===== config.mk =====
export PLATFORM = sky130hd
export DESIGN_NAME = bkd_top
export DESIGN_NICKNAME = d
export VERILOG_FILES = /design/src/rtl/bkd_pkg.sv /design/src/rtl/bkd_top.sv
export SDC_FILE = /design/constraint.sdc
export NUM_CORES = 1
export LEC_CHECK = 0
export ABC_AREA = 1
export BUFFER_PORTS_ARGS = -buffer_cell sky130_fd_sc_hd__buf_2
export CAP_MARGIN = 40
export CORE_AREA = 2 2 190 192
export CTS_BUF_LIST = sky130_fd_sc_hd__clkbuf_4
export DETAILED_ROUTE_END_ITERATION = 8
export DIE_AREA = 0 0 192 194
export GPL_TIMING_DRIVEN = 0
export REMOVE_ABC_BUFFERS = 1
export SLEW_MARGIN = 25
export SYNTH_ARGS = -nofsm -noshare
export SYNTH_HDL_FRONTEND = slang
export SYNTH_SLANG_ARGS = --single-unit

===== constraint.sdc =====
create_clock -name clk -period 6.3 [get_ports clk]
set_input_delay 0.315 -clock clk [delete_from_list [all_inputs] [get_ports clk]]
set_output_delay 0.315 -clock clk [all_outputs]
set_load 0.005 [all_outputs]

===== src/rtl/bkd_pkg.sv =====
// What this block does
// - Entry key: batch label, quantity, stop lit, flashing.
// - First digit clears display, shows digit only.
// - Further digits enter right, shift left.
// - Second entry press stores, shows set label.
// - Clear removes last digit, shifts right.
// - Clearing only digit restores stored quantity.
// - During run, entry key only shows quantity flashing.
// - Run lights run LED, totals up or down.
// - Stop pauses; run resumes; second stop aborts.
// - Pause LED flashes; abort lights stop steadily.
// - Manual reset reloads total at batch end.
// - Auto reset: run press reloads and restarts.
// - Rate key toggles rate view, restores LEDs.
// - Any state change drops rate view.
// - Holding accumulate key shows accumulated total.
// - No key ever clears accumulated total.
// - Quantity above configured limit is refused.
// - Rate-totaliser mode ignores run, stop, entry.
// - Rate-totaliser: rate key toggles rate and total.
// - Default view is batch total, reloaded per batch.
// - Display and entry buffer hold six digits.
package bkd_pkg;

  // ----------------------------------------------------------------
  // Sizes and timing
  // ----------------------------------------------------------------
  localparam int DIGITS = 6;
  localparam int QTY_W = 4 * DIGITS;
  localparam int CLK_HZ = 40000000;
  localparam int LABEL_TIME_MS = 1000;
  localparam int BLINK_TIME_MS = 250;
  localparam int LABEL_CYCLES = CLK_HZ / 1000 * LABEL_TIME_MS;
  localparam int BLINK_CYCLES = CLK_HZ / 1000 * BLINK_TIME_MS;
  localparam int TIMER_W = 26;

  // ----------------------------------------------------------------
  // Register map (byte addresses) and fields
  // ----------------------------------------------------------------
  localparam logic [3:0] ADDR_CFG = 4'h0;
  localparam logic [3:0] ADDR_LIMIT = 4'h4;
  localparam logic [3:0] ADDR_QTY = 4'h8;
  localparam logic [3:0] ADDR_STATUS = 4'hc;
  localparam int CFG_COUNT_DOWN = 0;
  localparam int CFG_AUTO_RESET = 1;
  localparam int CFG_RATE_TOT = 2;
  localparam int CFG_LIMIT_EN = 3;
  localparam int CFG_DP_LSB = 4;
  localparam int CFG_W = 7;
  localparam logic [CFG_W-1:0] CFG_RESET = 7'h00;
  localparam logic [QTY_W-1:0] QTY_RESET = 24'h000000;
  localparam logic [QTY_W-1:0] LIMIT_RESET = 24'h999999;

  // ----------------------------------------------------------------
  // Key bit positions; digit keys occupy bits 0 to 9, digit 0 is accumulate
  // ----------------------------------------------------------------
  localparam int K_ACCUM = 0;
  localparam int K_ENTRY = 10;
  localparam int K_RUN = 11;
  localparam int K_STOP = 12;
  localparam int K_RESET = 13;
  localparam int K_RATE = 14;
  localparam int K_CLEAR = 15;
  localparam int KEYS = 16;

  // ----------------------------------------------------------------
  // LED bits and display sources
  // ----------------------------------------------------------------
  localparam int L_RUN = 0;
  localparam int L_STOP = 1;
  localparam int L_PAUSE = 2;
  localparam int L_RATE = 3;
  localparam logic [2:0] DSP_TOTAL = 3'h0;
  localparam logic [2:0] DSP_RATE = 3'h1;
  localparam logic [2:0] DSP_ACCUM = 3'h2;
  localparam logic [2:0] DSP_QTY = 3'h3;
  localparam logic [2:0] DSP_LBL_BATCH = 3'h4;
  localparam logic [2:0] DSP_LBL_SET = 3'h5;

  typedef enum logic [2:0] {
    MD_IDLE = 3'b000,
    MD_RUN = 3'b001,
    MD_PAUSE = 3'b010,
    MD_STOP = 3'b011,
    MD_DONE = 3'b100
  } bkd_mode_t;

  typedef enum logic [2:0] {
    UI_NORM = 3'b000,
    UI_LBL_BATCH = 3'b001,
    UI_EDIT = 3'b010,
    UI_LBL_SET = 3'b011,
    UI_PEEK = 3'b100
  } bkd_ui_t;

endpackage


===== src/rtl/bkd_top.sv =====
// Design decisions made here: the Avalon-MM interface to the registers and the address map.
`timescale 1ns/1ps
module bkd_top #(
  parameter int LABEL_CYCLES = bkd_pkg::LABEL_CYCLES,
  parameter int BLINK_CYCLES = bkd_pkg::BLINK_CYCLES
) (
  // Clock and reset
  input wire logic clk,
  input wire logic reset,
  // Avalon-MM register slave
  input wire logic [3:0] address,
  input wire logic read,
  input wire logic write,
  input wire logic [31:0] writedata,
  output logic [31:0] readdata,
  output logic waitrequest,
  // Operator keys, high while pressed, asynchronous
  input wire logic [9:0] key_digit,
  input wire logic key_entry,
  input wire logic key_run,
  input wire logic key_stop,
  input wire logic key_reset,
  input wire logic key_rate,
  input wire logic key_clear,
  // Totaliser
  input wire logic batch_done,
  output logic total_run,
  output logic total_reload,
  output logic total_count_down,
  // Non-volatile storage
  output logic nv_write,
  output logic [bkd_pkg::QTY_W-1:0] nv_qty,
  // Indicators and display
  output logic led_run,
  output logic led_stop,
  output logic led_pause,
  output logic led_rate,
  output logic [2:0] disp_sel,
  output logic [bkd_pkg::QTY_W-1:0] disp_value,
  output logic [2:0] disp_len,
  output logic disp_flash,
  output logic [2:0] disp_dp
);
  import bkd_pkg::*;

  // ----------------------------------------------------------------
  // State
  // ----------------------------------------------------------------
  typedef struct packed {
    logic [KEYS-1:0] s1;
    logic [KEYS-1:0] s2;
    logic [KEYS-1:0] s3;
    bkd_mode_t mode;
    bkd_ui_t ui;
    logic [TIMER_W-1:0] timer;
    logic [TIMER_W-1:0] blink_cnt;
    logic blink;
    logic [QTY_W-1:0] buf_q;
    logic [2:0] cnt;
    logic [QTY_W-1:0] stored;
    logic [CFG_W-1:0] cfg;
    logic [QTY_W-1:0] limit;
    logic rate_view;
    logic [3:0] led;
    logic [2:0] dsel;
    logic [QTY_W-1:0] dval;
    logic [2:0] dlen;
    logic dflash;
    logic trun;
    logic treload;
    logic nvw;
    logic wait_q;
    logic [31:0] rdata;
  } bkd_state_t;

  bkd_state_t q;
  bkd_state_t next_q;

  logic [KEYS-1:0] rise;
  logic rt;
  logic any_digit;
  logic [3:0] digit;
  logic over_limit;
  bkd_mode_t nm;
  logic [3:0] base_led;

  // ----------------------------------------------------------------
  // Next-state logic
  // ----------------------------------------------------------------
  // Keys are only ever read after the second synchroniser stage.
  always_comb begin
    next_q = q;
    next_q.s1 = {key_clear, key_rate, key_reset, key_stop, key_run, key_entry, key_digit};
    next_q.s2 = q.s1;
    next_q.s3 = q.s2;
    rise = q.s2 & ~q.s3;
    rt = q.cfg[CFG_RATE_TOT];
    any_digit = |rise[9:0];
    digit = 4'h0;
    for (int i = 9; i >= 0; i--) begin
      if (rise[i]) begin
        digit = 4'(i);
      end
    end
    // BCD digits compare in the same order as their values.
    over_limit = q.cfg[CFG_LIMIT_EN] && (q.buf_q > q.limit);
    next_q.treload = 1'b0;
    next_q.nvw = 1'b0;

    // Pause blink base and label timer.
    if (q.blink_cnt >= TIMER_W'(BLINK_CYCLES - 1)) begin
      next_q.blink_cnt = '0;
      next_q.blink = ~q.blink;
    end else begin
      next_q.blink_cnt = q.blink_cnt + 1'b1;
    end
    if (q.timer != '0) begin
      next_q.timer = q.timer - 1'b1;
    end

    // Bus slave: one wait state, write lands on the edge waitrequest is low.
    next_q.wait_q = !((read || write) && q.wait_q);
    if (read && q.wait_q) begin
      case (address)
        ADDR_CFG: next_q.rdata = {25'h0, q.cfg};
        ADDR_LIMIT: next_q.rdata = {8'h00, q.limit};
        ADDR_QTY: next_q.rdata = {8'h00, q.stored};
        ADDR_STATUS: next_q.rdata = {20'h0, 3'h0, q.rate_view, 1'b0, q.ui, 1'b0, q.mode};
        default: next_q.rdata = 32'h00000000;
      endcase
    end
    if (write && !q.wait_q) begin
      case (address)
        ADDR_CFG: next_q.cfg = writedata[CFG_W-1:0];
        ADDR_LIMIT: next_q.limit = writedata[QTY_W-1:0];
        ADDR_QTY: next_q.stored = writedata[QTY_W-1:0];
        default: next_q.cfg = q.cfg;
      endcase
    end

    // Front-panel editing sequence.
    case (q.ui)
      UI_NORM: begin
        if (rise[K_ENTRY] && !rt) begin
          if (q.mode == MD_RUN) begin
            next_q.ui = UI_PEEK;
          end else begin
            next_q.ui = UI_LBL_BATCH;
            next_q.timer = TIMER_W'(LABEL_CYCLES);
            next_q.rate_view = 1'b0;
          end
        end
      end
      UI_LBL_BATCH: begin
        if (q.timer == TIMER_W'(1)) begin
          next_q.ui = UI_EDIT;
          next_q.buf_q = q.stored;
          next_q.cnt = 3'h0;
        end
      end
      UI_EDIT: begin
        if (any_digit) begin
          if (q.cnt == 3'h0) begin
            next_q.buf_q = {20'h00000, digit};
            next_q.cnt = 3'h1;
          end else if (q.cnt < 3'(DIGITS)) begin
            // Past six digits further keys are dropped; the display cannot show them.
            next_q.buf_q = {q.buf_q[QTY_W-5:0], digit};
            next_q.cnt = q.cnt + 3'h1;
          end
        end else if (rise[K_CLEAR]) begin
          if (q.cnt <= 3'h1) begin
            next_q.buf_q = q.stored;
            next_q.cnt = 3'h0;
          end else begin
            next_q.buf_q = {4'h0, q.buf_q[QTY_W-1:4]};
            next_q.cnt = q.cnt - 3'h1;
          end
        end else if (rise[K_ENTRY]) begin
          if (over_limit) begin
            next_q.buf_q = q.stored;
            next_q.cnt = 3'h0;
          end else begin
            next_q.stored = q.buf_q;
            next_q.nvw = 1'b1;
            next_q.ui = UI_LBL_SET;
            next_q.timer = TIMER_W'(LABEL_CYCLES);
          end
        end
      end
      UI_LBL_SET: begin
        if (q.timer == TIMER_W'(1)) begin
          next_q.ui = UI_NORM;
        end
      end
      UI_PEEK: begin
        if (!q.s2[K_ENTRY]) begin
          next_q.ui = UI_NORM;
        end
      end
      default: next_q.ui = UI_NORM;
    endcase

    // Batch states; operation keys act only outside editing.
    nm = q.mode;
    if (!rt && q.ui == UI_NORM) begin
      case (q.mode)
        MD_IDLE: begin
          if (rise[K_RUN]) begin
            nm = MD_RUN;
            next_q.treload = 1'b1;
          end
        end
        MD_RUN: begin
          if (rise[K_STOP]) begin
            nm = MD_PAUSE;
          end
        end
        MD_PAUSE: begin
          if (rise[K_RUN]) begin
            nm = MD_RUN;
          end else if (rise[K_STOP]) begin
            nm = MD_STOP;
          end
        end
        MD_STOP, MD_DONE: begin
          if (rise[K_RUN] && q.cfg[CFG_AUTO_RESET]) begin
            nm = MD_RUN;
            next_q.treload = 1'b1;
          end else if (rise[K_RESET]) begin
            nm = MD_IDLE;
            next_q.treload = 1'b1;
          end
        end
        default: nm = MD_IDLE;
      endcase
    end
    if (q.mode == MD_RUN && batch_done) begin
      nm = MD_DONE;
    end
    next_q.mode = nm;

    // Rate overlay; a state change always returns to the batch total.
    if (nm != q.mode) begin
      next_q.rate_view = 1'b0;
    end else if (rise[K_RATE] && q.ui == UI_NORM) begin
      next_q.rate_view = ~q.rate_view;
    end

    // Indicators follow the batch state, so leaving the rate view restores them.
    base_led = 4'h0;
    if (!rt) begin
      base_led[L_RUN] = (nm == MD_RUN);
      base_led[L_STOP] = (nm == MD_STOP) || (next_q.ui == UI_LBL_BATCH) ||
        (next_q.ui == UI_EDIT);
      base_led[L_PAUSE] = (nm == MD_PAUSE) && q.blink;
    end
    next_q.led = base_led;
    if (next_q.rate_view) begin
      next_q.led = '0;
      next_q.led[L_RATE] = 1'b1;
    end

    // Display source, highest priority first.
    next_q.dval = q.stored;
    next_q.dlen = 3'(DIGITS);
    next_q.dflash = 1'b0;
    case (next_q.ui)
      UI_LBL_BATCH: begin
        next_q.dsel = DSP_LBL_BATCH;
        next_q.dflash = 1'b1;
      end
      UI_LBL_SET: next_q.dsel = DSP_LBL_SET;
      UI_EDIT: begin
        next_q.dsel = DSP_QTY;
        next_q.dval = next_q.buf_q;
        next_q.dlen = (next_q.cnt == 3'h0) ? 3'(DIGITS) : next_q.cnt;
        next_q.dflash = 1'b1;
      end
      UI_PEEK: begin
        next_q.dsel = DSP_QTY;
        next_q.dflash = 1'b1;
      end
      default: begin
        if (q.s2[K_ACCUM]) begin
          next_q.dsel = DSP_ACCUM;
        end else if (next_q.rate_view) begin
          next_q.dsel = DSP_RATE;
        end else begin
          next_q.dsel = DSP_TOTAL;
        end
      end
    endcase

    // In rate-totaliser mode the totaliser always runs; nothing here clears the accumulated total.
    next_q.trun = rt || (nm == MD_RUN);
  end

  // ----------------------------------------------------------------
  // State register
  // ----------------------------------------------------------------
  always_ff @(posedge clk) begin
    if (reset) begin
      q <= '0;
      q.mode <= MD_IDLE;
      q.ui <= UI_NORM;
      q.cfg <= CFG_RESET;
      q.stored <= QTY_RESET;
      q.limit <= LIMIT_RESET;
      q.dsel <= DSP_TOTAL;
      q.dlen <= 3'(DIGITS);
      q.wait_q <= 1'b1;
    end else begin
      q <= next_q;
    end
  end

  // ----------------------------------------------------------------
  // Outputs
  // ----------------------------------------------------------------
  assign readdata = q.rdata;
  assign waitrequest = q.wait_q;
  assign total_run = q.trun;
  assign total_reload = q.treload;
  assign total_count_down = q.cfg[CFG_COUNT_DOWN];
  assign nv_write = q.nvw;
  assign nv_qty = q.stored;
  assign led_run = q.led[L_RUN];
  assign led_stop = q.led[L_STOP];
  assign led_pause = q.led[L_PAUSE];
  assign led_rate = q.led[L_RATE];
  assign disp_sel = q.dsel;
  assign disp_value = q.dval;
  assign disp_len = q.dlen;
  assign disp_flash = q.dflash;
  assign disp_dp = q.cfg[CFG_DP_LSB +: 3];

  // ----------------------------------------------------------------
  // Assertions
  // ----------------------------------------------------------------
  a_label_to_edit: assert property (@(posedge clk) disable iff (reset)
    (q.ui == UI_LBL_BATCH && q.timer == TIMER_W'(1)) |=> (q.ui == UI_EDIT && q.buf_q == $past(q.stored)
    && disp_flash && led_stop)) else $error("label did not lead into editing");
  a_first_digit: assert property (@(posedge clk) disable iff (reset)
    (q.ui == UI_EDIT && q.cnt == 3'h0 && any_digit) |=> (q.cnt == 3'h1 && q.buf_q[QTY_W-1:4] == '0))
    else $error("first digit did not clear the buffer");
  a_digit_shift: assert property (@(posedge clk) disable iff (reset)
    (q.ui == UI_EDIT && q.cnt != 3'h0 && q.cnt < 3'h6 && any_digit)
    |=> (q.buf_q[QTY_W-1:4] == $past(q.buf_q[QTY_W-5:0]) && q.cnt == $past(q.cnt) + 3'h1))
    else $error("digit was not shifted in");
  a_commit_store: assert property (@(posedge clk) disable iff (reset)
    (q.ui == UI_EDIT && !any_digit && !rise[K_CLEAR] && rise[K_ENTRY] && !over_limit)
    |=> (nv_write && nv_qty == $past(q.buf_q) && disp_sel == DSP_LBL_SET) ##1 !nv_write)
    else $error("commit did not store the quantity");
  a_clear_shift: assert property (@(posedge clk) disable iff (reset)
    (q.ui == UI_EDIT && !any_digit && rise[K_CLEAR] && q.cnt > 3'h1)
    |=> (q.buf_q == {4'h0, $past(q.buf_q[QTY_W-1:4])} && q.cnt == $past(q.cnt) - 3'h1))
    else $error("clear did not shift right");
  a_clear_restore: assert property (@(posedge clk) disable iff (reset)
    (q.ui == UI_EDIT && !any_digit && rise[K_CLEAR] && q.cnt == 3'h1)
    |=> (q.cnt == 3'h0 && disp_value == q.stored)) else $error("last clear did not restore");
  a_peek_run: assert property (@(posedge clk) disable iff (reset)
    (q.ui == UI_NORM && q.mode == MD_RUN && rise[K_ENTRY] && !rt)
    |=> (q.ui == UI_PEEK && q.mode != MD_IDLE)) else $error("run entry press did not peek");
  a_run_start: assert property (@(posedge clk) disable iff (reset)
    (q.ui == UI_NORM && q.mode == MD_IDLE && rise[K_RUN] && !rt)
    |=> (total_reload && total_run && led_run == !q.rate_view)) else $error("run did not start");
  a_pause_abort: assert property (@(posedge clk) disable iff (reset)
    (q.ui == UI_NORM && q.mode == MD_PAUSE && rise[K_STOP] && !rise[K_RUN] && !rt)
    |=> (q.mode == MD_STOP && led_stop && !total_run)) else $error("second stop did not abort");
  a_limit_refuse: assert property (@(posedge clk) disable iff (reset)
    (q.ui == UI_EDIT && !any_digit && !rise[K_CLEAR] && rise[K_ENTRY] && over_limit)
    |=> (!nv_write && q.ui == UI_EDIT && q.stored == $past(q.stored))) else $error("limit not enforced");
  a_rate_drop: assert property (@(posedge clk) disable iff (reset)
    (q.mode != $past(q.mode)) |-> !q.rate_view) else $error("rate view survived a state change");
  a_rt_ignore: assert property (@(posedge clk) disable iff (reset)
    (rt && q.ui == UI_NORM) |=> (q.ui == UI_NORM && !total_reload && !nv_write))
    else $error("rate totaliser acted on a batch key");

  c_commit: cover property (@(posedge clk) disable iff (reset) q.ui == UI_EDIT ##1 nv_write);
  c_abort: cover property (@(posedge clk) disable iff (reset) q.mode == MD_PAUSE ##1 q.mode == MD_STOP);
  c_rate_view: cover property (@(posedge clk) disable iff (reset) $rose(q.rate_view));
  c_done: cover property (@(posedge clk) disable iff (reset) q.mode == MD_RUN ##1 q.mode == MD_DONE);

endmodule


* Word level (Yosys, flattened, before mapping)
Cells that the tools add are included.
** Word-level totals
- Output and inout port bits :: 99
- Input port bits :: 57
- Flip-flop bits (word level) :: 261
** Cells by class
- Bitwise gates (word level) :: 8
- Magnitude comparators :: 4
- Muxes and demuxes :: 68
- Add/subtract/negate cells :: 4
- Eq/ne operators :: 20
- Reduce and logical (&&, ||, !) cells :: 34
** Operators by type and width (number)
- 27-bit two-way mux :: 8
- 29-bit two-way mux :: 5
- 24-bit two-way mux :: 6
- 24-bit case mux with 4 select lines :: 1
- 55-bit two-way mux :: 1
- 27-bit case mux with 2 select lines :: 1
- 26-bit two-way mux :: 2
- 26-bit case mux with 2 select lines :: 1
- 51-bit two-way mux :: 1
- 4-bit two-way mux :: 11
- 3-bit two-way mux :: 14
- 26-bit by 1-bit adder with 26-bit output, second input constant :: 1
- 26-bit by 1-bit equality test with 1-bit output, second input constant :: 1
- 26-bit by 24-bit greater-or-equal comparator with 1-bit output, second input constant :: 1
- 26-bit nonzero test :: 1
- 26-bit by 1-bit subtractor with 26-bit output, second input constant :: 1
- 3-bit by 2-bit equality test with 1-bit output, second input constant :: 8
- 24-bit > comparator :: 1
- 16-bit bitwise AND :: 1
- 16-bit NOT :: 1
- 3-bit case mux with 5 select lines :: 1
- 14-bit OR reduction :: 1
- 3-bit by 1-bit equality test with 1-bit output, second input constant :: 4
- 3-bit logical NOT :: 4
- other kinds (23) :: 61

* Longest topological paths before layout
- Word-level depth :: 19
- Gate-level depth with buffers :: 21
- Mapped depth without buffers :: 20

* Least setup slack after synthesis
No wires, ideal clock.
- Kind :: register to register
- Start :: register q[87] (netlist bit)
- End :: register q, in the netlist disp_value[10]
- Setup time :: 109 ps
- Arrival time :: 1978 ps
- Path buffers :: 1
- Clock period less this slack :: 2088 ps
- Cell stages (with the launch flop) :: 17
- Slack :: 4212 ps
- Cell sequence :: dfxtp_1 -> inv_1 -> ha_1 -> nand2_1 -> nor2_1 -> nand4_1 -> nor2_1 -> a21boi_0 -> nand2_1 -> nand4_1 -> nand2_1 -> nor2_8 -> inv_4 -> buf_6 -> a21oi_2 -> nand2_1 -> inv_1
** On the way
- Cells in the longest elaborated chain, start to end :: 9
- Elaborated cells between the ends (all ways) :: 14
** RTL lines
- start, declared :: line bkd_top.sv:76 : bkd_state_t q;
- start signal, assigned :: line bkd_top.sv:314 : q <= next_q;
- 24-bit > comparator * :: line bkd_top.sv:106 : over_limit = q.cfg[CFG_LIMIT_EN] && (q.buf_q > q.limit);
- 1-bit logical AND * :: line bkd_top.sv:106
- 29-bit two-way mux :: line bkd_top.sv:180 : if (over_limit) begin
- 29-bit two-way mux :: line bkd_top.sv:179 : end else if (rise[K_ENTRY]) begin
- 29-bit two-way mux :: line bkd_top.sv:171 : end else if (rise[K_CLEAR]) begin
- 29-bit two-way mux :: line bkd_top.sv:162 : if (any_digit) begin
- 3-bit case mux with 5 select lines :: line bkd_top.sv:142 : case (q.ui)
- 3-bit by 2-bit equality test with 1-bit output :: line bkd_top.sv:268 : case (next_q.ui)
- 27-bit two-way mux * :: line bkd_top.sv:268
Mark *: on every way between the ends. The rest lies on a longest branch, timed or not.
A chain may end at the register's enable or synchronous reset.

* Final worst setup path
- Start :: register q[198] (netlist bit)
- End :: register q, in the netlist disp_len[1]
** On the way
- Cells in the longest elaborated chain, start to end :: 6
- Elaborated cells between the ends (all ways) :: 10
** RTL lines (line)
- 26-bit by 1-bit equality test with 1-bit output * :: bkd_top.sv:155, bkd_top.sv:192
- 3-bit two-way mux (on tied branches) :: bkd_top.sv:192, bkd_top.sv:155
- 3-bit case mux with 5 select lines :: bkd_top.sv:142
- 3-bit by 2-bit equality test with 1-bit output :: bkd_top.sv:268
- 1-bit NOT (no line)
- 3-bit OR reduction (no line)
Marked as above.

==> results.toml <==
[outcome]
outcome = "complete, no violations"

[min_path]
hp-class = "in2reg"

[finish]
layout.nets = 2085
drive_above_1_share = 0.162
finish.instance_area_um2 = 15200
final_common_cell = "nand2_1"
fill_cells = 3685
multi_input_comb_area_um2 = 6190
ff_latch_area_um2 = 5040
final_cell_mix = "nand2_1, inv_1, dfxtp_1"
area_delta_synth_final_pct = 15.1
stdcell_count = 2502

[power]
vdd_drop_max_v = 0.000140
p_leak_nw = 6.68
p_per_area_nw_per_um2 = 265

[timing]
setup_tns_ns = 0
rsz0062_at_grt = "no"
worst_slack_ns = 2.59
final.setup_skew_ns = 0.0430
max_slew_margin = 0.437
period_needed_ns = 3.71
setup-violations-final = 0
report.final.slew_viol_count = 0
fin_crit_sh = 0.589
whs_ns = 0.0810
worst_pin_slew_ns = 0.843
max_freq_ghz = 0.269
hold_viol_final = 0

[die]
die_w_um = 192
coreArea_um2 = 35200
die_h_um = 194
io_pins = 156
initial_utilization = 0.374
placementRows = 69
dieArea_um2 = 37200

[drt]
viasPerCell = 5.05
remaining_drc_errors = 0
drt_iter0_drc = 912
drt_pass1_iterations = 7
drt-total-wl_um = 39000
wire_per_inst_um = 15.6
vias = 12632
postRouteAntennaNets = 0

[grt]
grt_overflow = 0
antenna_found_initial = 3
track_usage = 0.208
grt_max_degree = 91
grt_pass1_vias = 12060
grt_pass1_wl_um = 61800

[cts]
cts_tree = "yes"
cts-htree-levels = 3
numCtsBuffers = 70
root_buffer = "clkbuf_4"
clk_pin_slew_worst_paths_ns = 0.07
clock_latency_ns = 0.71
cts_setup_buffers = 0
cts_buffer_depth = 3
ctsResizeCount = 0
clock-sinks = 252

[place]
dp.cells = 2342
portBuffers = 139
dp_hpwl_um = 26000
gp_congestion = 0.857
post-place-ws_ns = 2.69
dpl_cell_area_um2 = 13900

[worst_setup_path]
cp_max_fo = 28
path_cells = "nor2_2, nand2_2, nor2_4, nand2_2, nor2_4, nand4_4, nand2_4, nor2_2, nor2_8, inv_4, nor2_1, nand3_1"
slowest_stage = "nand2_4"
crit_required_ns = 6.84
start_kind = "register"
end_kind = "register"
worstSetupPathType = "reg2reg"
cpPeakStageDelay_ns = 0.59
worstPathArrival_ns = 4.26

[synth]
ys_async_sr_fraction = 0
synth_largest_area_cell = "dfxtp_1"
ys_seq_area_frac = 0.383
avgSynthCellArea_um2 = 6.99
synth_top_cell_area_share = 0.383
synthCells = 1887
synth_seq_cells = 252
synth_edf_count = 0
synth_warnings = 0
synthTopCellsByArea = "dfxtp_1, nand2_1, inv_1"
syn_area_um2 = 13200
ys_types = 49
yosys_most_used_dff = "dfxtp_1"

[run]
maxCapViolations = 0
-- Yosys cell counts, types with 4 or more instances --
master and number:
nand3_1 82, nand4_1 21, o21ai_0 108, buf_4 89
xnor2_1 9, o22ai_1 39, a31oi_1 8, nor2_1 246
a21oi_1 155, dfxtp_1 252, nor2_2 5, clkbuf_1 62
a21oi_2 17, nand2_1 294, nor3_1 51, o2111ai_1 4
xor2_1 22, buf_2 9, buf_1 12, a311oi_1 24
ha_1 31, inv_1 268, a211oi_1 23, or2_2 12
-- sequential cells by signal, indices dropped and copies added (netlist names), 3 cells and up --
signal / count
disp_dp: 3
disp_len: 3
disp_sel: 3
disp_value: 24
next_q: 32
nv_qty: 24
q: 130
readdata: 24
-- power by group --
part | internal (mW) | total [mW] | switching (mW)
clock network | 0.828 | 1.52 | 0.694
registers | 1.68 | 1.76 | 0.0787
logic | 0.277 | 0.730 | 0.453
-- final timing paths --
check | startpoint | endpoint | slack [ns] | cells after the start
setup / recovery | q[198] | disp_len[1] | 2.59 | 12
hold / removal | reset | q[226] | 0.08 | 2
setup reg to reg | q[198] | disp_len[1] | 2.59 | 12
hold reg to reg | next_q[243] | next_q[227] | 0.40 | 2
-- critical path: cells and delay by family, from the launching register on --
kind                   cells  cell delay, ns
and+or+nand+nor           11            2.79
buffers and inverters      1            0.37
DFF                        1            0.36
-- per-stage QoR --
stage | util | total power [mW]
2_1_floorplan | - | 2.30
3_3_place_gp | 0.383 | 2.48
3_5_place_dp | 0.393 | 2.50
4_1_cts | 0.430 | 4.06
5_1_grt | 0.431 | 4.25
6_report | 0.431 | 4.02
-- layer usage --
layer,vias to the layer above,track usage,routed length [um],share of wire
met2,494,0.329,17700,0.45
met3,87,0.0480,3150,0.081
met5,-,0,0,0
met1,5756,0.269,17000,0.44
li1,6295,-,-,-
met4,0,0.0956,1190,0.031
-- area by class of cell --
cell class / instances / share of cell area
antenna: 3 / 0.000495
clock buffer: 97 / 0.0480
clock inverter: 16 / 0.00964
inverter: 272 / 0.0674
multi-input combinational: 1198 / 0.408
sequential: 252 / 0.332
tap: 461 / 0.0380
timing repair buffer: 203 / 0.0964
-- cell families (layout without fill, tap and decap cells) --
kind of cell,after synthesis,count (layout),synth area share
flops,252,252,0.383
buf+inv,446,588,0.154
simple gates,732,732,0.238
compound gates,394,394,0.175
fa+ha+maj,31,31,0.0294
other cells,1,13,0.000284
xor+xnor,31,31,0.0206
-- timing repair --
action                                  in CTS  in global routing
endpoints found under the setup margin       0                  0
hold endpoints to repair                    73                  0
hold buffers                                43                  0
(Power assumes the default switching activity.)
